**src/rtl/uepc_defines.svh**
```systemverilog
// Register selects, field positions, status codes and timing counts for the endpoint control logic.
`ifndef UEPC_DEFINES_SVH
`define UEPC_DEFINES_SVH

`define UEPC_SEL_EP1_TX      3'h0
`define UEPC_SEL_EP2_RX      3'h1
`define UEPC_SEL_EP2_TX      3'h2
`define UEPC_SEL_EP2_RX_CNT  3'h3
`define UEPC_SEL_EP2_TX_CNT  3'h4

`define UEPC_CTRL_RESET      8'h00
`define UEPC_CNT_RESET       7'h00
`define UEPC_DONE_BIT        3
`define UEPC_TOGGLE_BIT      2
`define UEPC_STAT_HI         1
`define UEPC_STAT_LO         0
`define UEPC_REGIME_HI       7
`define UEPC_REGIME_LO       6

`define UEPC_STAT_DISABLED   2'h0
`define UEPC_STAT_STALL      2'h1
`define UEPC_STAT_NAK        2'h2
`define UEPC_STAT_VALID      2'h3

`define UEPC_REGIME_NORMAL   2'h0
`define UEPC_REGIME_UPLOAD   2'h1
`define UEPC_REGIME_DOWNLOAD 2'h2

`define UEPC_EP1             2'h1
`define UEPC_EP2             2'h2

`define UEPC_CLK_NS          40
`define UEPC_ANS_TIMEOUT_NS  800
`define UEPC_ANS_TIMEOUT_CYC ((`UEPC_ANS_TIMEOUT_NS) / (`UEPC_CLK_NS))

`endif

```
**src/rtl/uepc_pkg.sv**
```systemverilog
// Types shared by both ends of the endpoint link.
package uepc_pkg;

  typedef enum logic [2:0] {
    UEPC_ANS_NONE,
    UEPC_ANS_ACK,
    UEPC_ANS_NAK,
    UEPC_ANS_STALL,
    UEPC_ANS_DATA
  } uepc_ans_t;

  typedef enum logic [1:0] {
    UEPC_DEV_IDLE,
    UEPC_DEV_WAIT_HS
  } uepc_dev_state_t;

  typedef enum logic [1:0] {
    UEPC_HOST_IDLE,
    UEPC_HOST_ANS,
    UEPC_HOST_HS
  } uepc_host_state_t;

endpackage : uepc_pkg

```
**src/rtl/uepc_link_if.sv**
```systemverilog
// Transaction-level link between the host end and the device end.
`timescale 1ns/100ps
interface uepc_link_if;
  logic                tok_valid;
  logic                tok_in;
  logic [1:0]          tok_ep;
  logic                tok_pid1;
  logic [6:0]          tok_len;
  logic                tok_ok;
  logic                ans_valid;
  uepc_pkg::uepc_ans_t ans_code;
  logic                ans_pid1;
  logic [6:0]          ans_len;
  logic                hs_valid;
  logic                hs_ack;

  modport host (output tok_valid, tok_in, tok_ep, tok_pid1, tok_len, tok_ok, hs_valid, hs_ack,
                input ans_valid, ans_code, ans_pid1, ans_len);
  modport dev  (input tok_valid, tok_in, tok_ep, tok_pid1, tok_len, tok_ok, hs_valid, hs_ack,
                output ans_valid, ans_code, ans_pid1, ans_len);
endinterface : uepc_link_if

```
**src/rtl/uepc_device.sv**
```systemverilog
// Device end: endpoint 1 transmit and endpoint 2 receive control with upload and download regimes.
//
// What this block does
// - USB reset clears low three control bits.
// - Good IN completion sets endpoint one done.
// - Transmit toggle flips only on host ACK.
// - Software may overwrite all three data toggles.
// - Transmit status: disabled, stall, NAK, valid.
// - Good transmit forces transmit status to NAK.
// - Software-written regime field picks endpoint two mode.
// - Software preloads receive size, valid, before download.
// - Software preloads transmit size, NAK, before upload.
// - Download OUTs run in hardware, done flag only on short packet.
// - Download rearms receive status when buffer ready.
// - Short download packet ends regime, flags, NAKs.
// - Download leaves endpoint two IN unchanged.
// - Upload runs IN in hardware, OUT unchanged.
// - Good reception outside download sets endpoint two done.
// - Receive toggle flips on matching good packet.
// - Receive status: disabled, stall, NAK, valid.
// - Good reception forces receive status to NAK.
// - Receive status locked against writes during download.
// - Regime neighbour bits five, four read zero.
// - Transmit status locked against writes during upload.
// - Receive counter keeps size minus bytes received.
// - Transmit counter sets bytes sent per IN.
`timescale 1ns/100ps
`include "uepc_defines.svh"
module uepc_device (
  // Clock and reset.
  input  wire logic       clk,
  input  wire logic       reset_n,
  // Link.
  uepc_link_if.dev        link,
  // USB reset sources.
  input  wire logic       usb_reset,
  input  wire logic       forced_usb_reset,
  // Register port.
  input  wire logic       reg_wr,
  input  wire logic [2:0] reg_sel,
  input  wire logic [7:0] reg_wdata,
  output logic [7:0]      endpoint_one_transmit_control,
  output logic [7:0]      endpoint_two_receive_control,
  output logic [7:0]      endpoint_two_transmit_control,
  output logic [6:0]      ep2_receive_counter,
  output logic [6:0]      ep2_transmit_counter,
  // Endpoint 1 packet length.
  input  wire logic [6:0] ep1_tx_len,
  // Coprocessor buffer handshake.
  output logic            cop_req,
  input  wire logic       cop_ack
);

  ////////////////////////////////////////////////////////////////////////////////
  // State.
  uepc_pkg::uepc_dev_state_t state_r, state_nxt;
  uepc_pkg::uepc_ans_t       ans_code_r, ans_code_nxt;
  logic                      pend_ep2_r, pend_ep2_nxt, cop_req_r, cop_req_nxt;
  logic                      ans_valid_r, ans_valid_nxt, ans_pid1_r, ans_pid1_nxt;
  logic                      ep1_done_r, ep1_done_nxt, ep1_tog_r, ep1_tog_nxt;
  logic                      rx_done_r, rx_done_nxt, rx_tog_r, rx_tog_nxt;
  logic                      tx_done_r, tx_done_nxt, tx_tog_r, tx_tog_nxt;
  logic [1:0]                ep1_stat_r, ep1_stat_nxt, regime_r, regime_nxt;
  logic [1:0]                rx_stat_r, rx_stat_nxt, tx_stat_r, tx_stat_nxt;
  logic [6:0]                rx_cnt_r, rx_cnt_nxt, rx_max_r, rx_max_nxt;
  logic [6:0]                tx_cnt_r, tx_cnt_nxt, ans_len_r, ans_len_nxt;

  ////////////////////////////////////////////////////////////////////////////////
  // Decoding.
  wire logic wr_ep1    = reg_wr && (reg_sel == `UEPC_SEL_EP1_TX);
  wire logic wr_rx     = reg_wr && (reg_sel == `UEPC_SEL_EP2_RX);
  wire logic wr_tx     = reg_wr && (reg_sel == `UEPC_SEL_EP2_TX);
  wire logic wr_rx_cnt = reg_wr && (reg_sel == `UEPC_SEL_EP2_RX_CNT);
  wire logic wr_tx_cnt = reg_wr && (reg_sel == `UEPC_SEL_EP2_TX_CNT);
  wire logic [1:0] wr_stat = reg_wdata[`UEPC_STAT_HI:`UEPC_STAT_LO];
  wire logic [1:0] wr_regime = reg_wdata[`UEPC_REGIME_HI:`UEPC_REGIME_LO];
  wire logic in_upload   = (regime_r == `UEPC_REGIME_UPLOAD);
  wire logic in_download = (regime_r == `UEPC_REGIME_DOWNLOAD);
  wire logic any_reset   = usb_reset || forced_usb_reset;
  wire logic idle_tok    = (state_r == uepc_pkg::UEPC_DEV_IDLE) && link.tok_valid;
  wire logic tok_ep1_in  = idle_tok && link.tok_in && (link.tok_ep == `UEPC_EP1);
  wire logic tok_ep2_in  = idle_tok && link.tok_in && (link.tok_ep == `UEPC_EP2);
  wire logic tok_ep2_out = idle_tok && !link.tok_in && (link.tok_ep == `UEPC_EP2);
  wire logic out_fits    = link.tok_ok && (link.tok_len <= rx_cnt_r);
  wire logic out_match   = (link.tok_pid1 == rx_tog_r);
  wire logic out_short   = (link.tok_len < rx_max_r);
  wire logic cop_done    = cop_req_r && cop_ack;
  wire logic hs_taken    = (state_r == uepc_pkg::UEPC_DEV_WAIT_HS) && link.hs_valid;

  // Maps an endpoint status to the answer for a token.
  function automatic uepc_pkg::uepc_ans_t stat_answer(input logic [1:0] stat);
    case (stat)
      `UEPC_STAT_STALL: stat_answer = uepc_pkg::UEPC_ANS_STALL;
      `UEPC_STAT_NAK:   stat_answer = uepc_pkg::UEPC_ANS_NAK;
      `UEPC_STAT_VALID: stat_answer = uepc_pkg::UEPC_ANS_DATA;
      default:          stat_answer = uepc_pkg::UEPC_ANS_NONE;
    endcase
  endfunction : stat_answer

  ////////////////////////////////////////////////////////////////////////////////
  // Next-state logic; hardware events are applied after software writes so they win.
  always_comb begin
    state_nxt     = state_r;
    pend_ep2_nxt  = pend_ep2_r;
    ep1_done_nxt  = ep1_done_r;
    ep1_tog_nxt   = ep1_tog_r;
    ep1_stat_nxt  = ep1_stat_r;
    regime_nxt    = regime_r;
    rx_done_nxt   = rx_done_r;
    rx_tog_nxt    = rx_tog_r;
    rx_stat_nxt   = rx_stat_r;
    tx_done_nxt   = tx_done_r;
    tx_tog_nxt    = tx_tog_r;
    tx_stat_nxt   = tx_stat_r;
    rx_cnt_nxt    = rx_cnt_r;
    rx_max_nxt    = rx_max_r;
    tx_cnt_nxt    = tx_cnt_r;
    cop_req_nxt   = cop_req_r;
    ans_valid_nxt = 1'b0;
    ans_code_nxt  = ans_code_r;
    ans_pid1_nxt  = ans_pid1_r;
    ans_len_nxt   = ans_len_r;
    if (wr_ep1) begin
      ep1_done_nxt = ep1_done_r & reg_wdata[`UEPC_DONE_BIT];
      ep1_tog_nxt  = reg_wdata[`UEPC_TOGGLE_BIT];
      ep1_stat_nxt = wr_stat;
    end
    if (wr_rx) begin
      regime_nxt  = wr_regime;
      rx_done_nxt = rx_done_r & reg_wdata[`UEPC_DONE_BIT];
      rx_tog_nxt  = reg_wdata[`UEPC_TOGGLE_BIT];
      if (!in_download) begin
        rx_stat_nxt = wr_stat;
      end
      if (wr_regime == `UEPC_REGIME_UPLOAD && !in_upload) begin
        cop_req_nxt = 1'b1;
      end
    end
    if (wr_tx) begin
      tx_done_nxt = tx_done_r & reg_wdata[`UEPC_DONE_BIT];
      tx_tog_nxt  = reg_wdata[`UEPC_TOGGLE_BIT];
      if (!in_upload) begin
        tx_stat_nxt = wr_stat;
      end
    end
    if (wr_rx_cnt) begin
      rx_cnt_nxt = reg_wdata[6:0];
      rx_max_nxt = reg_wdata[6:0];
    end
    if (wr_tx_cnt) begin
      tx_cnt_nxt = reg_wdata[6:0];
    end
    if (cop_done) begin
      cop_req_nxt = 1'b0;
      if (in_download) begin
        rx_stat_nxt = `UEPC_STAT_VALID;
        rx_cnt_nxt  = rx_max_r;
      end else if (in_upload) begin
        tx_stat_nxt = `UEPC_STAT_VALID;
      end
    end
    if (tok_ep1_in) begin
      ans_code_nxt  = stat_answer(ep1_stat_r);
      ans_valid_nxt = (ep1_stat_r != `UEPC_STAT_DISABLED);
      ans_pid1_nxt  = ep1_tog_r;
      ans_len_nxt   = ep1_tx_len;
      if (ep1_stat_r == `UEPC_STAT_VALID) begin
        state_nxt    = uepc_pkg::UEPC_DEV_WAIT_HS;
        pend_ep2_nxt = 1'b0;
      end
    end
    if (tok_ep2_in) begin
      ans_code_nxt  = stat_answer(tx_stat_r);
      ans_valid_nxt = (tx_stat_r != `UEPC_STAT_DISABLED);
      ans_pid1_nxt  = tx_tog_r;
      ans_len_nxt   = tx_cnt_r;
      if (tx_stat_r == `UEPC_STAT_VALID) begin
        state_nxt    = uepc_pkg::UEPC_DEV_WAIT_HS;
        pend_ep2_nxt = 1'b1;
      end
    end
    if (tok_ep2_out) begin
      ans_code_nxt  = stat_answer(rx_stat_r);
      ans_valid_nxt = (rx_stat_r != `UEPC_STAT_DISABLED) && link.tok_ok;
      ans_len_nxt   = 7'h00;
      if (rx_stat_r == `UEPC_STAT_VALID) begin
        ans_code_nxt  = uepc_pkg::UEPC_ANS_ACK;
        ans_valid_nxt = out_fits;
        if (out_fits && out_match) begin
          rx_tog_nxt  = !rx_tog_r;
          rx_cnt_nxt  = rx_cnt_r - link.tok_len;
          rx_stat_nxt = `UEPC_STAT_NAK;
          if (in_download && out_short) begin
            regime_nxt  = `UEPC_REGIME_NORMAL;
            rx_done_nxt = 1'b1;
          end else if (in_download) begin
            cop_req_nxt = 1'b1;
          end else begin
            rx_done_nxt = 1'b1;
          end
        end
      end
    end
    if (hs_taken) begin
      state_nxt = uepc_pkg::UEPC_DEV_IDLE;
      if (link.hs_ack && pend_ep2_r) begin
        tx_tog_nxt  = !tx_tog_r;
        tx_stat_nxt = `UEPC_STAT_NAK;
        if (in_upload) begin
          cop_req_nxt = 1'b1;
        end else begin
          tx_done_nxt = 1'b1;
        end
      end else if (link.hs_ack) begin
        ep1_tog_nxt  = !ep1_tog_r;
        ep1_stat_nxt = `UEPC_STAT_NAK;
        ep1_done_nxt = 1'b1;
      end
    end
    if (any_reset) begin
      state_nxt    = uepc_pkg::UEPC_DEV_IDLE;
      ep1_tog_nxt  = 1'b0;
      ep1_stat_nxt = `UEPC_STAT_DISABLED;
      rx_tog_nxt   = 1'b0;
      rx_stat_nxt  = `UEPC_STAT_DISABLED;
      tx_tog_nxt   = 1'b0;
      tx_stat_nxt  = `UEPC_STAT_DISABLED;
    end
  end

  ////////////////////////////////////////////////////////////////////////////////
  // Registers.
  always_ff @(posedge clk) begin
    if (!reset_n) begin
      state_r     <= uepc_pkg::UEPC_DEV_IDLE;
      {pend_ep2_r, cop_req_r, ans_valid_r, ans_pid1_r} <= 4'h0;
      {ep1_done_r, ep1_tog_r, ep1_stat_r} <= 4'(`UEPC_CTRL_RESET);
      {regime_r, rx_done_r, rx_tog_r, rx_stat_r} <= 6'h00;
      {tx_done_r, tx_tog_r, tx_stat_r} <= 4'h0;
      {rx_cnt_r, rx_max_r, tx_cnt_r} <= {3{`UEPC_CNT_RESET}};
      ans_code_r  <= uepc_pkg::UEPC_ANS_NONE;
      ans_len_r   <= 7'h00;
    end else begin
      state_r     <= state_nxt;
      {pend_ep2_r, cop_req_r, ans_valid_r, ans_pid1_r} <= {pend_ep2_nxt, cop_req_nxt, ans_valid_nxt, ans_pid1_nxt};
      {ep1_done_r, ep1_tog_r, ep1_stat_r} <= {ep1_done_nxt, ep1_tog_nxt, ep1_stat_nxt};
      {regime_r, rx_done_r, rx_tog_r, rx_stat_r} <= {regime_nxt, rx_done_nxt, rx_tog_nxt, rx_stat_nxt};
      {tx_done_r, tx_tog_r, tx_stat_r} <= {tx_done_nxt, tx_tog_nxt, tx_stat_nxt};
      {rx_cnt_r, rx_max_r, tx_cnt_r} <= {rx_cnt_nxt, rx_max_nxt, tx_cnt_nxt};
      ans_code_r  <= ans_code_nxt;
      ans_len_r   <= ans_len_nxt;
    end
  end

  ////////////////////////////////////////////////////////////////////////////////
  // Outputs.
  assign endpoint_one_transmit_control = {4'h0, ep1_done_r, ep1_tog_r, ep1_stat_r};
  assign endpoint_two_receive_control  = {regime_r, 2'h0, rx_done_r, rx_tog_r, rx_stat_r};
  assign endpoint_two_transmit_control = {4'h0, tx_done_r, tx_tog_r, tx_stat_r};
  assign ep2_receive_counter  = rx_cnt_r;
  assign ep2_transmit_counter = tx_cnt_r;
  assign cop_req              = cop_req_r;
  assign link.ans_valid       = ans_valid_r;
  assign link.ans_code        = ans_code_r;
  assign link.ans_pid1        = ans_pid1_r;
  assign link.ans_len         = ans_len_r;

endmodule : uepc_device

```
**src/flat_wrapper.sv**
```systemverilog
// flat-port wrapper written by rule: the top's interface ports become plain ports
module uepc_device_flat 
  (clk, reset_n, usb_reset, forced_usb_reset, reg_wr, reg_sel, reg_wdata, endpoint_one_transmit_control, endpoint_two_receive_control, endpoint_two_transmit_control, ep2_receive_counter, ep2_transmit_counter, ep1_tx_len, cop_req, cop_ack, link_tok_valid, link_tok_in, link_tok_ep, link_tok_pid1, link_tok_len, link_tok_ok, link_hs_valid, link_hs_ack, link_ans_valid, link_ans_code, link_ans_pid1, link_ans_len);
  uepc_link_if link_i ();
  input  wire logic clk;
  input  wire logic reset_n;
  input  wire logic usb_reset;
  input  wire logic forced_usb_reset;
  input  wire logic reg_wr;
  input  wire logic [2:0] reg_sel;
  input  wire logic [7:0] reg_wdata;
  output logic [7:0] endpoint_one_transmit_control;
  output logic [7:0] endpoint_two_receive_control;
  output logic [7:0] endpoint_two_transmit_control;
  output logic [6:0] ep2_receive_counter;
  output logic [6:0] ep2_transmit_counter;
  input  wire logic [6:0] ep1_tx_len;
  output logic cop_req;
  input  wire logic cop_ack;
  input wire logic [$bits(link_i.tok_valid)-1:0] link_tok_valid;
  input wire logic [$bits(link_i.tok_in)-1:0] link_tok_in;
  input wire logic [$bits(link_i.tok_ep)-1:0] link_tok_ep;
  input wire logic [$bits(link_i.tok_pid1)-1:0] link_tok_pid1;
  input wire logic [$bits(link_i.tok_len)-1:0] link_tok_len;
  input wire logic [$bits(link_i.tok_ok)-1:0] link_tok_ok;
  input wire logic [$bits(link_i.hs_valid)-1:0] link_hs_valid;
  input wire logic [$bits(link_i.hs_ack)-1:0] link_hs_ack;
  output wire logic [$bits(link_i.ans_valid)-1:0] link_ans_valid;
  output wire logic [$bits(link_i.ans_code)-1:0] link_ans_code;
  output wire logic [$bits(link_i.ans_pid1)-1:0] link_ans_pid1;
  output wire logic [$bits(link_i.ans_len)-1:0] link_ans_len;
  assign link_i.tok_valid = link_tok_valid;
  assign link_i.tok_in = link_tok_in;
  assign link_i.tok_ep = link_tok_ep;
  assign link_i.tok_pid1 = link_tok_pid1;
  assign link_i.tok_len = link_tok_len;
  assign link_i.tok_ok = link_tok_ok;
  assign link_i.hs_valid = link_hs_valid;
  assign link_i.hs_ack = link_hs_ack;
  assign link_ans_valid = link_i.ans_valid;
  assign link_ans_code = link_i.ans_code;
  assign link_ans_pid1 = link_i.ans_pid1;
  assign link_ans_len = link_i.ans_len;
  uepc_device u_core (.clk(clk), .reset_n(reset_n), .link(link_i), .usb_reset(usb_reset), .forced_usb_reset(forced_usb_reset), .reg_wr(reg_wr), .reg_sel(reg_sel), .reg_wdata(reg_wdata), .endpoint_one_transmit_control(endpoint_one_transmit_control), .endpoint_two_receive_control(endpoint_two_receive_control), .endpoint_two_transmit_control(endpoint_two_transmit_control), .ep2_receive_counter(ep2_receive_counter), .ep2_transmit_counter(ep2_transmit_counter), .ep1_tx_len(ep1_tx_len), .cop_req(cop_req), .cop_ack(cop_ack));
endmodule
```
**config.mk**
```make
export PLATFORM = sky130hd
export DESIGN_NAME = uepc_device_flat
export DESIGN_NICKNAME = d
export VERILOG_FILES = /design/src/rtl/uepc_pkg.sv /design/src/rtl/uepc_link_if.sv /design/src/rtl/uepc_device.sv /design/src/flat_wrapper.sv
export VERILOG_INCLUDE_DIRS = /design/src /design/src/rtl
export SDC_FILE = /design/constraint.sdc
export NUM_CORES = 1
export LEC_CHECK = 0
export BUFFER_PORTS_ARGS = -buffer_cell sky130_fd_sc_hd__buf_2
export CAP_MARGIN = 20
export CORE_MARGIN = 3
export CORE_UTILIZATION = 52
export DETAILED_ROUTE_END_ITERATION = 8
export GPL_TIMING_DRIVEN = 1
export PLACE_DENSITY_LB_ADDON = 0.25
export SLEW_MARGIN = 10
export SYNTH_ARGS = -nofsm -noshare
export SYNTH_HDL_FRONTEND = slang
export SYNTH_SLANG_ARGS = --single-unit
```
**constraint.sdc**
```tcl
create_clock -name clk -period 2.5 [get_ports clk]
set_input_delay 0.125 -clock clk [delete_from_list [all_inputs] [get_ports clk]]
set_output_delay 0.125 -clock clk [all_outputs]
set_load 0.01 [all_outputs]
```
==> results of run 1 <==
[stage by stage]
step	cells	total power [mW]
after floorplan	366	0.9989
after global placement	498	1.076
after detailed placement	498	1.081
after CTS	506	1.566
after global routing	506	1.625
final	506	1.562
[critical path, stage by stage (launching register included)]
cell	delay, ps
dfxtp_1	340
ha_1	340
a21o_1	200
a21oi_1	150
o21ai_1	140
o2111ai_2	330
buf_4	230
nor2_1	60
o31a_1	240
[per-layer routing]
layer	global-route usage, %	vias up	routed length, um
li1	-	1386	-
met1	30.89	1277	3521
met2	38.61	87	3590
met3	3.728	8	443
met4	8.306	0	92
met5	0	-	0
[flip-flops by register name, summed over array words and instances, names as in the netlist, 2 cells and up]
register / flops
u_core.rx_stat_r: 2
u_core.regime_r: 2
u_core.ep2_receive_counter: 7
u_core.state_r: 2
u_core.ep1_stat_r: 2
u_core.link.ans_len: 7
u_core.rx_max_r: 7
u_core.link.ans_code: 3
u_core.ep2_transmit_counter: 7
u_core.tx_stat_r: 2
[where the power goes]
group	internal [mW]	switching, mW	total (mW)
logic	0.0943	0.130	0.224
clock network	0.198	0.300	0.498
registers	0.829	0.0115	0.840
[cell type report]
type | instances | area [sq um] | area share [%]
Timing Repair Buffer | 86 | 447.9 | 12.78
Inverter | 24 | 90.09 | 2.570
Multi-Input combinational cell | 265 | 1769 | 50.46
Clock inverter | 3 | 18.77 | 0.5353
Clock buffer | 5 | 68.82 | 1.963
Sequential cell | 51 | 1021 | 29.12
Tap cell | 72 | 90.09 | 2.570
[worst max-delay path by stage]
stage / endpoint / slack [ps] / cells after the start / startpoint
after global placement: u_core.cop_req / 470 / 8 / u_core.ep2_receive_counter[4]
after CTS: u_core.cop_req / 370 / 8 / u_core.ep2_receive_counter[4]
final: u_core.cop_req / 370 / 8 / u_core.ep2_receive_counter[4]
after detailed placement: u_core.cop_req / 430 / 8 / u_core.ep2_receive_counter[4]
after global routing: u_core.cop_req / 240 / 8 / u_core.ep2_receive_counter[2]
after floorplan: u_core.rx_tog_r / 690 / 8 / u_core.ep2_receive_counter[0]
[logic make-up after synthesis]
kind of cell,Yosys count,share of synthesized area (%)
compound gates,81,17.19
fa+ha+maj,25,10.65
other cells,1,0.1247
simple gates,121,20.47
buf+inv,50,8.323
xor+xnor,2,0.5827
mux,26,8.697
flops,51,33.96
[placed cells by master, fill, tap and decap left out, types with 2 or more instances in the layout]
| master | Yosys | layout |
|---|---|---|
| nor2_1 | 40 | 40 |
| o21a_1 | 6 | 6 |
| a21oi_1 | 24 | 24 |
| o21ai_0 | 13 | 13 |
| clkbuf_8 | 0 | 5 |
| inv_1 | 24 | 24 |
| ha_1 | 24 | 24 |
| nand2b_1 | 9 | 9 |
| a22oi_1 | 2 | 2 |
| mux2i_1 | 25 | 25 |
| and3b_1 | 2 | 2 |
| nand3_1 | 12 | 12 |
| o31a_1 | 3 | 3 |
| a31oi_1 | 5 | 5 |
| o22ai_1 | 9 | 9 |
| buf_2 | 2 | 79 |
| nand2_1 | 25 | 25 |
| a21o_1 | 2 | 2 |
| nor3b_1 | 3 | 3 |
| o211ai_1 | 8 | 8 |
| clkinv_2 | 0 | 2 |
| nor3_1 | 10 | 10 |
| buf_4 | 16 | 7 |
| nand3b_1 | 4 | 4 |
| dfxtp_1 | 51 | 51 |
| o21ai_1 | 2 | 2 |
| or3_1 | 2 | 2 |
| conb_1 | 1 | 10 |
| nor2b_1 | 7 | 7 |
==> results.toml, run 1 <==
[cts]
cts_tree = "yes"
clk_path_buf_depth = 2
cts_buffers = 5
cts_resized = 0
cts.clk_slew.worst_paths_ps = 100
cts.sinks = 51
htreeDepth = 2
cts_hold_buf = 0
cts_root_buf = "clkbuf_8"
post_cts_buffers = 0
clk-insertion-delay-late_ps = 310

[die]
start_util_pct = 54.27
die_x_um = 82.04
dieArea_sq_um = 6731
core-area_sq_um = 5540
io_pins = 90
die_h_um = 82.04
rows = 27

[synthesis]
ys_dominant_reg_cell = "dfxtp_1"
yosysSeqAreaShare_pct = 33.96
ys_seq_elements = 51
syn_area_sq_um = 3007
synth_cell_types = 47
synth.top_cell.area_share_pct = 33.96
yosysMostFrequentCell = "dfxtp_1"
syn-mean-instance-area_sq_um = 8.422
synthTopCellsByArea = "dfxtp_1, ha_1, mux2i_1, nor2_1, a21oi_1"
postSynth.asyncResetShare_pct = 0
synth-edff-count = 0
synth_common_cells = "dfxtp_1, nor2_1, mux2i_1, nand2_1"
synthCells = 357
yosysTopAreaCell = "dfxtp_1"
synth_warnings = 0

[final_layout]
antenna_cells = 0
layout.nets = 497
fillers = 515
syn_to_final_growth_pct = 16.60
post-route-util_pct = 63.28
drive_gt1_share_pct = 23.50
postLayoutCellArea_sq_um = 3506

[min_path]
holdCritStartpoint = "reg_wdata[7]"
hold_depth = 3
min_to = "u_core.regime_r[1]"
hold_class = "in2reg"

[timing]
fin_crit_sh_pct = 85.26
rsz0062_at_grt = "false"
drv_slew = 0
fin_skew_ps = 7.341
slew_headroom_pct = 58.73
tightest_slew_ps = 617.3
fmax_mhz = 469.2
finalHoldViolCount = 0
tns_ps = 0
finalSetupViolCount = 0
fin_ws_ps = 368.5
min_period_ps = 2131
timing.hold.ws_ps = 75.16

[status]
status = "completed"

[power_and_ir_drop]
leakage_nw = 1.713
power.density_nw_per_um2 = 445.6
irDropWorstVdd_uv = 301.9

[worst_setup_path]
required_ps = 2700
critical_path_class = "reg2reg"
cp-end-kind = "register"
start_kind = "register"
r2r-end = "u_core.cop_req"
r2r_start = "u_core.ep2_receive_counter[4]"
cp.arrival_ps = 2340
r2r_cells = 8
crit_fanout = 7
rrSetupSlack_ps = 370

[grt]
grt_max_degree = 17
overflow = 0
first_global_vias = 2598
antenna_found_initial = 0
grt.total_usage_pct = 23.43
grt_pass1_wl_um = 12100

[job]
drv_cap = 0

[place]
port_buffers = 79
gp_congestion = 0.8385
dp_slack_ps = 432.3
dpl_cell_area_sq_um = 3418
hpwl_um = 5829

[route]
wl_per_cell_um = 15.11
drc = 0
drt_iter0_drc = 143
dr.pass1.iters = 4
postRouteWirelength_um = 7648
vias = 2758
drt.antenna.violating_nets = 0
viasPerCell = 5.451
(Power assumes the default switching activity.)
==> inputs of run 2 (changes only) <==
- clock period: 2.5 -> 2.36 ns (I/O delays scaled with it)
==> run 2 against run 1 <==
Net effect:
- combinational power increased by 6%
- count of clock-buffer cells in the layout grew 1
- critical endpoint is now u_core.rx_tog_r
- largest power group unchanged
- sequential power grew 6.0%
- setup slack got worse by 140 ps
- critical path type unchanged
- highest routed layer unchanged
- non-clock buffer count did not move
- core utilization is 0.20 points higher
==> results.toml, run 2 (same netlist as run 1, synthesis figures left out) <==
[die]
rows = 27
io_pins = 90
core-area_sq_um = 5540
start_util_pct = 54.27
die_x_um = 82.04
dieArea_sq_um = 6731
die_h_um = 82.04

[power_and_ir_drop]
leakage_nw = 1.712
irDropWorstVdd_uv = 454.8
finalPower_mw = 1.677
power.density_nw_per_um2 = 476.9

[worst_setup_path]
start_kind = "register"
cp-end-kind = "register"
startpoint = "u_core.ep2_receive_counter[2]"
r2r_cells = 7
r2r_start = "u_core.ep2_receive_counter[2]"
r2r-end = "u_core.rx_tog_r"
crit_fanout = 7
required_ps = 2590
critical_path_class = "reg2reg"
cp.arrival_ps = 2370
rrSetupSlack_ps = 230

[min_path]
hold_depth = 3
min_to = "u_core.rx_max_r[5]"
hold_class = "in2reg"
holdCritStartpoint = "reg_wdata[5]"

[final_layout]
final_common_cell = "buf_2"
syn_to_final_growth_pct = 16.98
layout_common_cells = "buf_2, dfxtp_1, nor2_1"
antenna_cells = 0
fillers = 495
drive_gt1_share_pct = 23.50
layout.nets = 497

[grt]
overflow = 0
grt_pass1_wl_um = 12500
grt.total_usage_pct = 23.92
first_global_vias = 2675
antenna_found_initial = 0
grt_max_degree = 20

[cts]
clk-insertion-delay-late_ps = 310
clk_path_buf_depth = 2
post_cts_buffers = 0
htreeDepth = 2
cts_root_buf = "clkbuf_8"
cts_buffers = 5
cts_hold_buf = 0
cts.clk_slew.worst_paths_ps = 100
cts_tree = "yes"
cts_resized = 0
cts.sinks = 51

[job]
drv_cap = 0

[route]
wl_per_cell_um = 15.16
dr.pass1.iters = 4
drc = 0
vias = 2747
postRouteWirelength_um = 7672
drt.antenna.violating_nets = 0
drt_iter0_drc = 142
viasPerCell = 5.429

[timing]
tns_ps = 0
tightest_slew_ps = 617.0
slew_headroom_pct = 58.75
fmax_mhz = 468.9
fin_skew_ps = 9.774
finalHoldViolCount = 0
rsz0062_at_grt = "false"
drv_slew = 0
fin_crit_sh_pct = 90.37
min_period_ps = 2133
finalSetupViolCount = 0

[place]
port_buffers = 79
gp_congestion = 0.8679
hpwl_um = 5823

[status]
status = "completed"
run 2: layout make-up:
| cell class | instances | area [sq um] | share of cell area, % |
|---|---|---|---|
| inverters | 24 | 90.09 | 2.561 |
| flip-flops and latches | 51 | 1021 | 29.03 |
| clock buffers | 6 | 82.58 | 2.348 |
| multi-input cells | 265 | 1769 | 50.30 |
| well taps | 72 | 90.09 | 2.561 |
| clock inverters | 2 | 16.27 | 0.4625 |
| repair buffers | 86 | 447.9 | 12.74 |
run 2: through the flow:
stage	hold slack, ps	instance area [sq um]	util, %	worst slack (ps)	instances
2_1_floorplan	245.9	3040	-	550.2	366
3_3_place_gp	392.4	3418	61.70	373.3	498
3_5_place_dp	401.8	3418	61.70	292.0	498
4_1_cts	72.15	3517	63.48	244.8	506
5_1_grt	77.29	3517	63.48	98.65	506
6_report	75.54	3517	63.48	227.3	506
run 2: metal layers:
metal	up-vias	track usage, %	share of wire (%)
met3	8	5.811	7.2
met5	-	0	0
met1	1273	31.58	45
met2	86	38.21	47
li1	1380	-	-
met4	0	7.807	1.0
run 2: report_power, final:
part / internal [mW] / leakage [nW] / switching, mW
registers: 0.878 / 0.413 / 0.0121
clock network: 0.240 / 0.0474 / 0.309
logic: 0.0995 / 1.25 / 0.138
total: 1.22 / 1.71 / 0.460
run 2: worst max-delay path by stage:
stage                                 end  slack, ps  depth (start not counted)
final                     u_core.rx_tog_r        230                          7
after global routing      u_core.rx_tog_r        100                          7
after CTS                 u_core.rx_tog_r        240                          7
after detailed placement  u_core.rx_tog_r        290                          7
after global placement    u_core.rx_tog_r        370                          7
after floorplan           u_core.rx_tog_r        550                          8
run 2: critical path, stage by stage (launching register included):
cell and delay, ps:
dfxtp_1 340, ha_1 360, a21o_1 190, a31oi_1 150, o21ai_1 150, o2111ai_2 360
mux2_2 380, a21oi_1 130
==> inputs of run 3 (changes only) <==
- CELL_PAD_IN_SITES_DETAIL_PLACEMENT: default -> 0
- CELL_PAD_IN_SITES_GLOBAL_PLACEMENT: default -> 2
- CORE_UTILIZATION: 52 -> 30
- RECOVER_POWER: default -> 50
==> run 3 against run 2 <==
Net effect:
- worst hold slack improved by 5.8 ps
- setup slack better by 110 ps
- largest power group unchanged
- via count fell by 0.44%
- sequential power is essentially flat
- critical path type unchanged
- count of clock-buffer cells in the layout stayed put
- total power up 6.0%
- critical path depth grew 1
==> results.toml, run 3 (same netlist as run 1, synthesis figures left out) <==
[worst_setup_path]
cp.arrival_ps = 2220
critical_path_class = "reg2reg"
start_kind = "register"
required_ps = 2560
crit_fanout = 7
cpLargestDelayFamily = "compound AO/OA/AOI/OAI gates"
cp-end-kind = "register"
cp_cell_sequence = "ha_1 > a21o_1 > a21oi_1 > o21ai_1 > o2111ai_2 > buf_4 > nor2_1 > o31a_1"
crit_slowest_cell = "dfxtp_1"
crit_buf_inv = 1
cpPeakStageDelay_ps = 340

[timing]
fin_skew_ps = 8.640
finalSetupViolCount = 0
finalHoldViolCount = 0
drv_slew = 0
slew_headroom_pct = 45.40
tns_ps = 0
fin_crit_sh_pct = 85.51
timing.hold.ws_ps = 81.38
fmax_mhz = 495.5
tightest_slew_ps = 819.0
min_period_ps = 2018
fin_ws_ps = 342.0
rsz0062_at_grt = "false"

[route]
drc = 0
vias = 2735
wl_per_cell_um = 15.48
postRouteWirelength_um = 8731
drt_iter0_drc = 69
dr.pass1.iters = 4
viasPerCell = 4.849
drt.antenna.violating_nets = 0

[cts]
cts.clk_slew.worst_paths_ps = 90
cts_tree = "yes"
clk_path_buf_depth = 2
htreeDepth = 2
cts.sinks = 51
cts_resized = 0
clk-insertion-delay-late_ps = 310
post_cts_buffers = 0
cts_root_buf = "clkbuf_8"
cts_hold_buf = 0
cts_buffers = 5

[final_layout]
final_common_cell = "dfxtp_1"
layout_common_cells = "dfxtp_1, buf_2, nor2_1"
post-route-util_pct = 37.52
register_area_sq_um = 1021
antenna_cells = 0
fillers = 1037
syn_to_final_growth_pct = 18.60
drive_gt1_share_pct = 15.63
layout.nets = 498
multi_input_area_sq_um = 1769

[die]
core-area_sq_um = 9503
die_x_um = 106.1
io_pins = 90
die_h_um = 106.1
start_util_pct = 31.64
rows = 35
dieArea_sq_um = 11260

[job]
drv_cap = 0

[grt]
grt.total_usage_pct = 15.47
use_met1_pct = 21.38
grt_pass1_wl_um = 13930
use_met2_pct = 24.75
overflow = 0
first_global_vias = 2718
top_usage_layer = "met2"
grt_max_degree = 18
antenna_found_initial = 0
use_met3_pct = 3.218

[place]
gp_congestion = 0.7587
port_buffers = 79
dp_slack_ps = 372.7
hpwl_um = 6834

[power_and_ir_drop]
irDropWorstVdd_uv = 330.1
power.density_nw_per_um2 = 498.6
leakage_nw = 1.583

[min_path]
hold_class = "in2reg"

[status]
status = "completed"
==> run 3: worst register-to-register path, cell delays in order, from the launching register on <==
cell,delay (ps)
dfxtp_1,340
ha_1,330
a21o_1,200
a21oi_1,150
o21ai_1,160
o2111ai_2,260
buf_4,200
nor2_1,50
o31a_1,220
==> run 3: area by class of cell <==
cell class	count	area share (%)
Tap cell	129	4.526
Clock buffer	6	2.316
Sequential cell	51	28.63
Timing Repair Buffer	87	11.40
Inverter	24	2.526
Multi-Input combinational cell	265	49.61
Clock inverter	2	0.9825
==> run 3: through the flow <==
stage | cells | cell area (sq um) | power, mW
after detailed placement | 556 | 3497 | 1.153
after global routing | 564 | 3566 | 1.852
final | 564 | 3566 | 1.778
after floorplan | 366 | 3040 | 1.058
after global placement | 556 | 3497 | 1.152
after CTS | 564 | 3615 | 1.804
==> run 3: worst paths after layout <==
kind                                               startpoint                       to  slack (ps)  depth (start not counted)
worst max-delay path            u_core.ep2_receive_counter[4]           u_core.cop_req         340                          8
worst min-delay path                             reg_wdata[7]       u_core.regime_r[1]          80                          3
worst max register to register  u_core.ep2_receive_counter[4]           u_core.cop_req         340                          8
worst min register to register        u_core.link.ans_code[0]  u_core.link.ans_code[0]         470                          2
==> run 3: power breakdown <==
group	internal [mW]	leakage, nW	total [mW]	switching [mW]
registers	0.878	0.413	0.891	0.0130
clock network	0.344	0.0612	0.652	0.308
logic	0.0946	1.11	0.236	0.141
total	1.32	1.58	1.78	0.462
==> run 3: per-layer routing <==
| layer | wire length [um] | vias up |
|---|---|---|
| met5 | 0 | - |
| met4 | 72 | 0 |
| met3 | 448 | 6 |
| met2 | 3894 | 69 |
| met1 | 4315 | 1273 |
| li1 | - | 1387 |
